`config.mk`:
```
export PLATFORM = sky130hd
export DESIGN_NAME = low_power_tick_counter
export DESIGN_NICKNAME = d
export VERILOG_FILES = /design/src/verilog/tick_counter_pkg.sv /design/src/verilog/level_sync.sv /design/src/verilog/compare_channel.sv /design/src/verilog/low_power_tick_counter.sv
export SDC_FILE = /design/constraint.sdc
export NUM_CORES = 1
export LEC_CHECK = 0
export BUFFER_PORTS_ARGS = -buffer_cell sky130_fd_sc_hd__buf_2
export CAP_MARGIN = 10
export CORE_ASPECT_RATIO = 0.5
export CORE_UTILIZATION = 50
export DETAILED_ROUTE_END_ITERATION = 6
export GPL_ROUTABILITY_DRIVEN = 1
export PLACE_DENSITY = 0.77
export REMOVE_ABC_BUFFERS = 1
export SLEW_MARGIN = 15
export SYNTH_ARGS = -nofsm -noshare
export SYNTH_HDL_FRONTEND = slang
export SYNTH_SLANG_ARGS = --single-unit
```
`constraint.sdc`:
```
create_clock -name core_clk -period 3.9 [get_ports core_clk]
set_input_delay 0.585 -clock core_clk [delete_from_list [all_inputs] [get_ports core_clk]]
set_output_delay 0.585 -clock core_clk [all_outputs]
set_load 0.05 [all_outputs]
```
`src/verilog/tick_counter_pkg.sv`:
```
// Constants shared by the low-power tick counter design.
// Assumes a single core clock; the slow reference clock is sampled as data.
package tick_counter_pkg;

  // ----------------------------------------------------------------
  // Widths
  // ----------------------------------------------------------------
  localparam int unsigned CNT_W   = 24;
  localparam int unsigned PRESC_W = 12;
  localparam int unsigned ADDR_W  = 12;

  // ----------------------------------------------------------------
  // Register byte offsets
  // ----------------------------------------------------------------
  localparam logic [11:0] OFF_TASK_START = 12'h000;
  localparam logic [11:0] OFF_TASK_STOP  = 12'h004;
  localparam logic [11:0] OFF_TASK_CLEAR = 12'h008;
  localparam logic [11:0] OFF_TASK_FORCE = 12'h00C;
  localparam logic [11:0] OFF_EVT_TICK   = 12'h100;
  localparam logic [11:0] OFF_EVT_WRAP   = 12'h104;
  localparam logic [11:0] OFF_EVT_CMP0   = 12'h140;
  localparam logic [11:0] OFF_ROUTE      = 12'h340;
  localparam logic [11:0] OFF_ROUTE_SET  = 12'h344;
  localparam logic [11:0] OFF_ROUTE_CLR  = 12'h348;
  localparam logic [11:0] OFF_COUNTER    = 12'h504;
  localparam logic [11:0] OFF_PRESC      = 12'h508;
  localparam logic [11:0] OFF_CC0        = 12'h540;

  // ----------------------------------------------------------------
  // Values after reset, fixed loads and the wrap point
  // ----------------------------------------------------------------
  localparam logic [23:0] RST_COUNT  = 24'h000000;
  localparam logic [11:0] RST_PRESC  = 12'h000;
  localparam logic [23:0] RST_CC     = 24'h000000;
  localparam logic [23:0] NEAR_WRAP  = 24'hFFFFF0;
  localparam logic [23:0] COUNT_MAX  = 24'hFFFFFF;

  // ----------------------------------------------------------------
  // Task and event bit positions
  // ----------------------------------------------------------------
  localparam int unsigned TSK_START = 0;
  localparam int unsigned TSK_STOP  = 1;
  localparam int unsigned TSK_CLEAR = 2;
  localparam int unsigned TSK_FORCE = 3;
  localparam int unsigned EV_TICK   = 0;
  localparam int unsigned EV_WRAP   = 1;
  localparam int unsigned EV_CMP0   = 2;

  // ----------------------------------------------------------------
  // Bus timing: index of the last wait cycle before ready
  // ----------------------------------------------------------------
  localparam logic [1:0] WAIT_LAST_PLAIN   = 2'h0;
  localparam logic [1:0] WAIT_LAST_COUNTER = 2'h2;

endpackage

```
`src/verilog/level_sync.sv`:
```
// Two-stage synchroniser for one level.
// Assumes the input may change at any time relative to core_clk.
`timescale 1ns/1ps
module level_sync
(
  input  wire logic core_clk,
  input  wire logic rst_n,
  input  wire logic din,
  output logic      dout
);

  logic meta_q;

  // The first stage feeds only the second stage.
  always_ff @(posedge core_clk)
  begin
    if (!rst_n)
    begin
      meta_q <= 1'b0;
      dout   <= 1'b0;
    end
    else
    begin
      meta_q <= din;
      dout   <= meta_q;
    end
  end

endmodule

```
`src/verilog/compare_channel.sv`:
```
// One compare channel: holds its compare value and flags a match.
// Assumes step and count_next come from the counter core in the same cycle.
`timescale 1ns/1ps
module compare_channel
(
  input  wire logic        core_clk,
  input  wire logic        rst_n,
  input  wire logic        wr_en,
  input  wire logic [23:0] wdata,
  input  wire logic        step,
  input  wire logic [23:0] count_next,
  output logic      [23:0] cc_q,
  output logic             match_q
);

  // Only a counting step can match, so clear and start never do.
  wire hit = step & (count_next == cc_q);

  always_ff @(posedge core_clk)
  begin
    if (!rst_n)
    begin
      cc_q    <= tick_counter_pkg::RST_CC;
      match_q <= 1'b0;
    end
    else
    begin
      if (wr_en)
        cc_q <= wdata;
      match_q <= hit;
    end
  end

  property p_step_match;
    @(posedge core_clk) disable iff (!rst_n)
    (step && count_next == cc_q) |=> match_q;
  endproperty
  a_step_match: assert property (p_step_match) else $error("compare step missed");

  property p_no_step_no_match;
    @(posedge core_clk) disable iff (!rst_n)
    !step |=> !match_q;
  endproperty
  a_no_step_no_match: assert property (p_no_step_no_match) else $error("match without step");

endmodule

```
`src/verilog/low_power_tick_counter.sv`:
```
// Low-power tick counter with APB register access.
// Assumes the slow reference clock arrives as a plain input on core_clk.
`timescale 1ns/1ps
module low_power_tick_counter
#(
  parameter int unsigned CH = 4
)
(
  input  wire logic        core_clk,
  input  wire logic        rst_n,
  input  wire logic        low_freq_clock,
  input  wire logic        psel,
  input  wire logic        penable,
  input  wire logic        pwrite,
  input  wire logic [11:0] paddr,
  input  wire logic [31:0] pwdata,
  output logic      [31:0] prdata,
  output logic             pready,
  output logic             pslverr,
  output logic [CH+1:0]    event_pulse,
  output logic             clk_request
);

  localparam int unsigned NEV = CH + 2;

  // ----------------------------------------------------------------
  // Slow clock edge detection
  // ----------------------------------------------------------------
  logic lf_sync;
  logic lf_prev_q;

  level_sync level_sync_inst
  (
    .core_clk (core_clk),
    .rst_n    (rst_n),
    .din      (low_freq_clock),
    .dout     (lf_sync)
  );

  always_ff @(posedge core_clk)
  begin
    if (!rst_n)
      lf_prev_q <= 1'b0;
    else
      lf_prev_q <= lf_sync;
  end

  wire lf_rise = lf_sync & ~lf_prev_q;
  wire lf_fall = ~lf_sync & lf_prev_q;

  // ----------------------------------------------------------------
  // APB decode
  // ----------------------------------------------------------------
  logic [1:0]     wait_q;
  logic           pready_q;
  logic [NEV-1:0] route_q;
  logic [NEV-1:0] flag_q;
  logic [23:0]    count_q;
  logic [11:0]    presc_cfg_q;
  logic [11:0]    pcnt_q;
  logic           run_q;
  logic [3:0]     pend_q;
  logic [3:0]     arm_q;
  logic [CH-1:0]  cc_hit;
  logic [NEV-1:0] evt_hit;
  logic [CH-1:0]  cmp_match;
  logic [23:0]    cc_val [CH];
  logic [31:0]    rd_word;
  logic [23:0]    count_d;
  logic [11:0]    pcnt_d;
  logic           run_d;
  logic           step;

  wire acc       = psel & penable;
  wire done      = acc & pready_q;
  wire wr_en     = done & pwrite;
  wire hit_ctr   = (paddr == tick_counter_pkg::OFF_COUNTER);
  wire hit_presc = (paddr == tick_counter_pkg::OFF_PRESC);
  wire hit_route = (paddr == tick_counter_pkg::OFF_ROUTE);
  wire hit_rset  = (paddr == tick_counter_pkg::OFF_ROUTE_SET);
  wire hit_rclr  = (paddr == tick_counter_pkg::OFF_ROUTE_CLR);
  wire [3:0] hit_task = {paddr == tick_counter_pkg::OFF_TASK_FORCE,
                         paddr == tick_counter_pkg::OFF_TASK_CLEAR,
                         paddr == tick_counter_pkg::OFF_TASK_STOP,
                         paddr == tick_counter_pkg::OFF_TASK_START};
  assign evt_hit[tick_counter_pkg::EV_TICK] = (paddr == tick_counter_pkg::OFF_EVT_TICK);
  assign evt_hit[tick_counter_pkg::EV_WRAP] = (paddr == tick_counter_pkg::OFF_EVT_WRAP);

  wire mapped = hit_ctr | hit_presc | hit_route | hit_rset | hit_rclr
              | (|hit_task) | (|evt_hit) | (|cc_hit);
  wire [1:0] wait_last = (hit_ctr & ~pwrite) ? tick_counter_pkg::WAIT_LAST_COUNTER
                                             : tick_counter_pkg::WAIT_LAST_PLAIN;
  // Counter reads hold ready low for two extra cycles to sample safely.
  wire pready_d = acc & ~pready_q & (wait_q == wait_last);
  wire [1:0] wait_d = (acc & ~pready_q) ? wait_q + 2'h1 : 2'h0;
  wire [3:0] task_wr = {4{wr_en & pwdata[0]}} & hit_task;
  wire [NEV-1:0] route_w = pwdata[NEV-1:0];
  wire [NEV-1:0] route_d = (wr_en & hit_route) ? route_w
                         : (wr_en & hit_rset)  ? (route_q | route_w)
                         : (wr_en & hit_rclr)  ? (route_q & ~route_w)
                         : route_q;

  // ----------------------------------------------------------------
  // Compare channels
  // ----------------------------------------------------------------
  genvar c;
  generate
    for (c = 0; c < CH; c++)
    begin : g_ch
      assign cc_hit[c] = (paddr == tick_counter_pkg::OFF_CC0 + 12'(4 * c));
      assign evt_hit[tick_counter_pkg::EV_CMP0 + c] =
        (paddr == tick_counter_pkg::OFF_EVT_CMP0 + 12'(4 * c));
      compare_channel compare_channel_inst
      (
        .core_clk   (core_clk),
        .rst_n      (rst_n),
        .wr_en      (wr_en & cc_hit[c]),
        .wdata      (pwdata[23:0]),
        .step       (step),
        .count_next (count_d),
        .cc_q       (cc_val[c]),
        .match_q    (cmp_match[c])
      );
    end
  endgenerate

  always_comb
  begin
    rd_word = 32'h00000000;
    if (hit_ctr)
      rd_word = {8'h00, count_q};
    else if (hit_presc)
      rd_word = {20'h00000, presc_cfg_q};
    else if (hit_route | hit_rset | hit_rclr)
      rd_word = 32'(route_q);
    for (int i = 0; i < NEV; i++)
      if (evt_hit[i])
        rd_word = {31'h00000000, flag_q[i]};
    for (int i = 0; i < CH; i++)
      if (cc_hit[i])
        rd_word = {8'h00, cc_val[i]};
  end

  always_ff @(posedge core_clk)
  begin
    if (!rst_n)
    begin
      wait_q   <= 2'h0;
      pready_q <= 1'b0;
      prdata   <= 32'h00000000;
      pslverr  <= 1'b0;
    end
    else
    begin
      wait_q   <= wait_d;
      pready_q <= pready_d;
      prdata   <= pready_d ? rd_word : 32'h00000000;
      pslverr  <= pready_d & ~mapped;
    end
  end

  assign pready = pready_q;

  // ----------------------------------------------------------------
  // Task crossing: pend until a falling edge, act on the next rise
  // ----------------------------------------------------------------
  wire [3:0] pend_d = task_wr | (pend_q & ~{4{lf_fall}});
  wire [3:0] arm_d  = (lf_fall ? (arm_q | pend_q) : arm_q) & ~{4{lf_rise}};
  wire [3:0] apply  = arm_q & {4{lf_rise}};

  // ----------------------------------------------------------------
  // Counter core, advanced only on slow clock rising edges
  // ----------------------------------------------------------------
  always_comb
  begin
    count_d = count_q;
    pcnt_d  = pcnt_q;
    run_d   = run_q;
    step    = 1'b0;
    if (apply[tick_counter_pkg::TSK_STOP])
      run_d = 1'b0;
    if (apply[tick_counter_pkg::TSK_START])
      run_d = 1'b1;
    if (apply[tick_counter_pkg::TSK_CLEAR])
    begin
      count_d = tick_counter_pkg::RST_COUNT;
      pcnt_d  = presc_cfg_q;
    end
    else if (apply[tick_counter_pkg::TSK_FORCE])
    begin
      count_d = tick_counter_pkg::NEAR_WRAP;
      pcnt_d  = presc_cfg_q;
    end
    else if (apply[tick_counter_pkg::TSK_START])
      pcnt_d = presc_cfg_q;
    else if (lf_rise & run_q)
    begin
      if (pcnt_q == 12'h000)
      begin
        count_d = count_q + 24'h000001;
        pcnt_d  = presc_cfg_q;
        step    = 1'b1;
      end
      else
        pcnt_d = pcnt_q - 12'h001;
    end
  end

  // ----------------------------------------------------------------
  // Events, routing and clock request
  // ----------------------------------------------------------------
  logic [1:0] ev_q;
  wire [NEV-1:0] ev_raw = {cmp_match, ev_q};
  // A masked event neither sets its flag nor asks for the fast clocks.
  wire [NEV-1:0] routed = ev_raw & route_q;
  logic [NEV-1:0] flag_wr;

  generate
    for (c = 0; c < NEV; c++)
    begin : g_flag
      assign flag_wr[c] = wr_en & evt_hit[c];
    end
  endgenerate

  // Hardware set wins over a software clear in the same cycle.
  wire [NEV-1:0] flag_d = routed | (flag_wr & {NEV{pwdata[0]}})
                        | (flag_q & ~flag_wr);

  always_ff @(posedge core_clk)
  begin
    if (!rst_n)
    begin
      count_q     <= tick_counter_pkg::RST_COUNT;
      pcnt_q      <= tick_counter_pkg::RST_PRESC;
      presc_cfg_q <= tick_counter_pkg::RST_PRESC;
      run_q       <= 1'b0;
      pend_q      <= 4'h0;
      arm_q       <= 4'h0;
      route_q     <= '0;
      flag_q      <= '0;
      ev_q        <= 2'h0;
      event_pulse <= '0;
      clk_request <= 1'b0;
    end
    else
    begin
      count_q <= count_d;
      pcnt_q  <= pcnt_d;
      run_q   <= run_d;
      pend_q  <= pend_d;
      arm_q   <= arm_d;
      route_q <= route_d;
      flag_q  <= flag_d;
      if (wr_en & hit_presc & ~run_q)
        presc_cfg_q <= pwdata[11:0];
      ev_q <= {step & (count_q == tick_counter_pkg::COUNT_MAX), step};
      event_pulse <= routed;
      clk_request <= |routed;
    end
  end

  // ----------------------------------------------------------------
  // Checks
  // ----------------------------------------------------------------
  property p_presc_locked;
    @(posedge core_clk) disable iff (!rst_n)
    (wr_en && hit_presc && run_q) |=> $stable(presc_cfg_q);
  endproperty
  a_presc_locked: assert property (p_presc_locked) else $error("prescaler changed while running");

  property p_step_reload;
    @(posedge core_clk) disable iff (!rst_n)
    (lf_rise && run_q && apply == 4'h0 && pcnt_q == 12'h000)
      |=> (count_q == $past(count_q) + 24'h000001) && (pcnt_q == $past(presc_cfg_q));
  endproperty
  a_step_reload: assert property (p_step_reload) else $error("increment or reload wrong");

  property p_down_count;
    @(posedge core_clk) disable iff (!rst_n)
    (lf_rise && run_q && apply == 4'h0 && pcnt_q != 12'h000)
      |=> (pcnt_q == $past(pcnt_q) - 12'h001) && $stable(count_q);
  endproperty
  a_down_count: assert property (p_down_count) else $error("down-count step wrong");

  property p_force_load;
    @(posedge core_clk) disable iff (!rst_n)
    (apply[tick_counter_pkg::TSK_FORCE] && !apply[tick_counter_pkg::TSK_CLEAR])
      |=> count_q == tick_counter_pkg::NEAR_WRAP;
  endproperty
  a_force_load: assert property (p_force_load) else $error("force did not load near-wrap");

  property p_only_slow_edges;
    @(posedge core_clk) disable iff (!rst_n)
    !lf_rise |=> $stable(count_q) && $stable(run_q);
  endproperty
  a_only_slow_edges: assert property (p_only_slow_edges) else $error("count moved off edge");

  property p_wrap_event;
    @(posedge core_clk) disable iff (!rst_n)
    (step && count_q == tick_counter_pkg::COUNT_MAX && route_q[1])
      |=> ##1 (event_pulse[1] && count_q == 24'h000000);
  endproperty
  a_wrap_event: assert property (p_wrap_event) else $error("wrap event missing");

  property p_masked_flag;
    @(posedge core_clk) disable iff (!rst_n)
    (!route_q[0] && !flag_wr[0]) |=> (flag_q[0] == $past(flag_q[0]));
  endproperty
  a_masked_flag: assert property (p_masked_flag) else $error("masked event set flag");

  property p_counter_read;
    @(posedge core_clk) disable iff (!rst_n)
    (psel && !penable && !pwrite && hit_ctr && !pready_q)
      ##1 (psel && penable && hit_ctr && !pwrite) |-> !pready_q [*3] ##1 pready_q;
  endproperty
  a_counter_read: assert property (p_counter_read) else $error("counter read not five cycles");

  property p_task_waits;
    @(posedge core_clk) disable iff (!rst_n)
    (task_wr[tick_counter_pkg::TSK_CLEAR] && !arm_q[tick_counter_pkg::TSK_CLEAR])
      |=> !apply[tick_counter_pkg::TSK_CLEAR];
  endproperty
  a_task_waits: assert property (p_task_waits) else $error("clear acted too soon");

endmodule

```
==> impl_results.md <==
* Pin count of the biggest net entering global routing at about 160
* Critical Path AT at 4200 ps
* Post-CTS setup buffer count at 0
* Worst R2R Path Depth at 12
* CP max stage cell: nor4_1
* R2R setup slack at around 110 ps
* Startpoint types: flop
* Grt peak-use layer: met1
* Reg2reg start: pcnt_q[0]$_SDFFE_PN0P_
* Met2 usage at 0.610
* CTS Sinks at 209
* Die height at 115 µm
* Worst hold margin at ~260 ps
* Synthesized area at 0.0128 mm²
* Worst setup path endpoint: g_ch[0].compare_channel_inst.match_q$_SDFF_PN0_
* Leak at 5.00 nW
* Total power per unit cell area at about 300 mW/mm²
* Vias at 14.2k
* First-pass GRT wire length at 84500 µm
* Worst min path class: in -> reg
* Core region area at 0.0246 mm²
* Inserted Diodes at 0
* Worst path setup slack after routing at 109 ps
* # rows at 40
* Met3 usage at 0.154
* Main synth FF type: dfxtp_1
* Seq/Total Area, Yosys at 0.327
* Worst slew pin tran at 1210 ps
* Fmax at 264 MHz
* Number of I/O pins at between 90 and 100
* Critical Path Fanout Max at 9
* Util after Layout at 0.586
* Remaining routing DRC violations at 1
* Crit path top cell by count: buf_4
* Cell count after synthesis at between 1.5k and 2k
* Die area at 0.0263 mm²
* NumNets Final at 1791
* Hold buffers post-CTS at 0
* VDD IR max at 0.000293 V
* Final worst clock skew at between 15 and 20 ps
* Total GRT Usage at 0.436
* CTS max path bufs at 3
* Initial antenna violation count at 4
* Detailed placement HPWL at 42000 µm
* Detailed Route Iter0 Violations at around 2.1k
* Wire per inst at 27.9 µm
* Endpoints failing setup at 0
* Max incr delay on CP at between 500 and 600 ps
* Final hold violation count at 0
* RR Endpoint: g_ch[0].compare_channel_inst.match_q$_SDFF_PN0_
* WP data required at about 4300 ps
* Power Total at 4.36 mW
* Post-synth EDFFs at 0
* PortBufs at 74
* CTS clk-pin slew, worst paths at about 60 ps
* Root Driver: clkbuf_16
* Place WS at 251 ps
* Final cell count without fillers at 2086
* Area delta synth->final at 12.4%
* CTS tree: built
* Yosys warns at 0
* Initial DRT Pass Iterations at 7
* Tmin final at 3790 ps
* Remaining Overflow, GRT at 0
* Fin crit share at 0.972
* Count of cell types in the netlist at 98
* Mean Syn Cell Area at about 7.6 µm²
* Vias in the first global route at 12.6k
* Post-route antenna net violation count at 0
* Die Width at 228 µm
* Post-synthesis register bit count at 209
* CP startpoint: pcnt_q[0]$_SDFFE_PN0P_
* # fillers at 2317
* Element type at the critical path end: flop
* Max Cap Violations at 0
* TritonCTS Buffers at 21
* Status: finished with violations
* Synth async-reset ratio at 0
* RSZ-0062 raised after global routing: no
* Worst-path cell chain: inv_1 > ha_1 > nor4b_4 > nand4_4 > or3_1 > a2bb2oi_1 > nand3_1 > nor4_1 > buf_4 > nand4_1 > buf_4 > a2111oi_2
* Setup TNS at 0 ps
* Max_slew headroom at 0.189
* Worst Hold Depth at 2
* H-Tree Level Count at 1
* Setup CP Type: reg -> reg
* Failing checks: design-rule violations
* Vias per cell at 6.80
* Share of post-route cells with drive strength above 1 at 0.139
* Worst skew pair latency at 530 ps
* GRT met1 Usage at 0.628
* Inst Count DP at 2052
* Global placement routability congestion at 1.06
* Slew Viols, Final at 0
* Dpl cell area at between 0.01 and 0.015 mm²
* Initial Util at 0.521
* Total wire length at approximately 58000 µm
* Finished Cell Area at 0.0144 mm²
[logic make-up after synthesis]
group                    after synthesis  synth area share
adder cells (fa/ha/maj)                2           0.00195
flip-flops                           209             0.327
other                                  1          0.000293
multiplexers                          17            0.0134
AND/OR/NAND/NOR                      770             0.304
AO/OA/AOI/OAI                        489             0.271
buffers and inverters                160            0.0561
XOR/XNOR                              38            0.0260
[area by class of cell]
class / count / area [µm²] / area share
inverter: 17 / 65.1 / 0.00452
clock buffer: 28 / 572 / 0.0397
sequential: 209 / 4180 / 0.291
tap: 336 / 420 / 0.0292
clock inverter: 6 / 91.3 / 0.00634
timing repair buffer: 166 / 1100 / 0.0765
multi-input combinational: 1324 / 7960 / 0.553
[report_power, final]
part	internal [mW]	total, mW	leakage (nW)	switching [mW]
logic	0.0452	0.147	2.99	0.102
registers	2.14	2.14	1.68	0.00254
clock network	1.16	2.07	0.324	0.910
[layer usage]
layer / part of all wire / wire length, µm
met3: 0.15 / 8630
met5: 0 / 0
met4: 0.026 / 1500
met2: 0.39 / 22700
met1: 0.44 / 25400
[sequential cells by signal, summed over array words and instances (netlist names), 2 cells and up, named ones only]
signal,count
prdata,24
g_ch.compare_channel_inst.match_q,4
ev_q,2
wait_q,2
pend_q,4
pcnt_q,12
event_pulse,6
g_ch.compare_channel_inst.cc_q,96
presc_cfg_q,12
count_q,24
flag_q,6
arm_q,4
[synth_stat cells (24+ instances only)]
cell type    n  area share
nand2_1    332       0.097
dfxtp_1    209        0.33
a21boi_0   125       0.073
nor2_1     113       0.033
clkbuf_1    92       0.027
a21oi_1     75       0.029
o21ai_0     71       0.028
nand3_1     50       0.020
nor3_1      45       0.018
a22oi_1     42       0.025
and2_1      33       0.016
nand4_1     33       0.016
nor4_1      26       0.013
and3_1      24       0.012
[how the worst min path moves through the flow]
stage	slack [ps]	endpoint	startpoint
after floorplan	410	level_sync_inst.dout$_SDFF_PN0_	level_sync_inst.meta_q$_SDFF_PN0_
after global routing	260	level_sync_inst.meta_q$_SDFF_PN0_	low_freq_clock
after CTS	260	level_sync_inst.meta_q$_SDFF_PN0_	low_freq_clock
after detailed placement	430	level_sync_inst.dout$_SDFF_PN0_	level_sync_inst.meta_q$_SDFF_PN0_
after global placement	410	level_sync_inst.dout$_SDFF_PN0_	level_sync_inst.meta_q$_SDFF_PN0_
final	260	level_sync_inst.meta_q$_SDFF_PN0_	low_freq_clock
[cell usage in the layout, fill, tap and decap left out, types with 7 or more instances in the layout]
cell type and count:
conb_1 8, nand2b_1 23, or4_1 11, nor2_1 107, mux2i_1 16, xnor2_1 19
nand2_1 332, and3_1 24, nor3_1 42, nand3_1 50, or3_1 12, a221oi_1 10
o211ai_1 7, clkbuf_16 21, and4_1 8, a222oi_1 21, buf_4 90, o22ai_1 14
a21boi_0 125, a21oi_1 75, xor2_1 19, nor2b_1 11, o31ai_1 17, nand4_1 33
buf_2 73, and2_1 33, nor4_1 26, o21ai_0 71, a22oi_1 42, dfxtp_1 209
a31oi_1 20, a211oi_1 10, inv_1 16
[critical path: cells and delay by family (launching register included)]
family          cells  cell delay (ps)
compound gates      2              650
simple gates        6             2010
fa+ha+maj           1              200
buf+inv             3              450
flops               1              340
[repair_timing]
| action | CTS | global route |
|---|---|---|
| gates resized for setup | 0 | 3 |
| hold endpoints to repair | 0 | 0 |
| endpoints found under the setup margin | 0 | 1 |
Note: power is estimated with default switching activity, not from simulation.
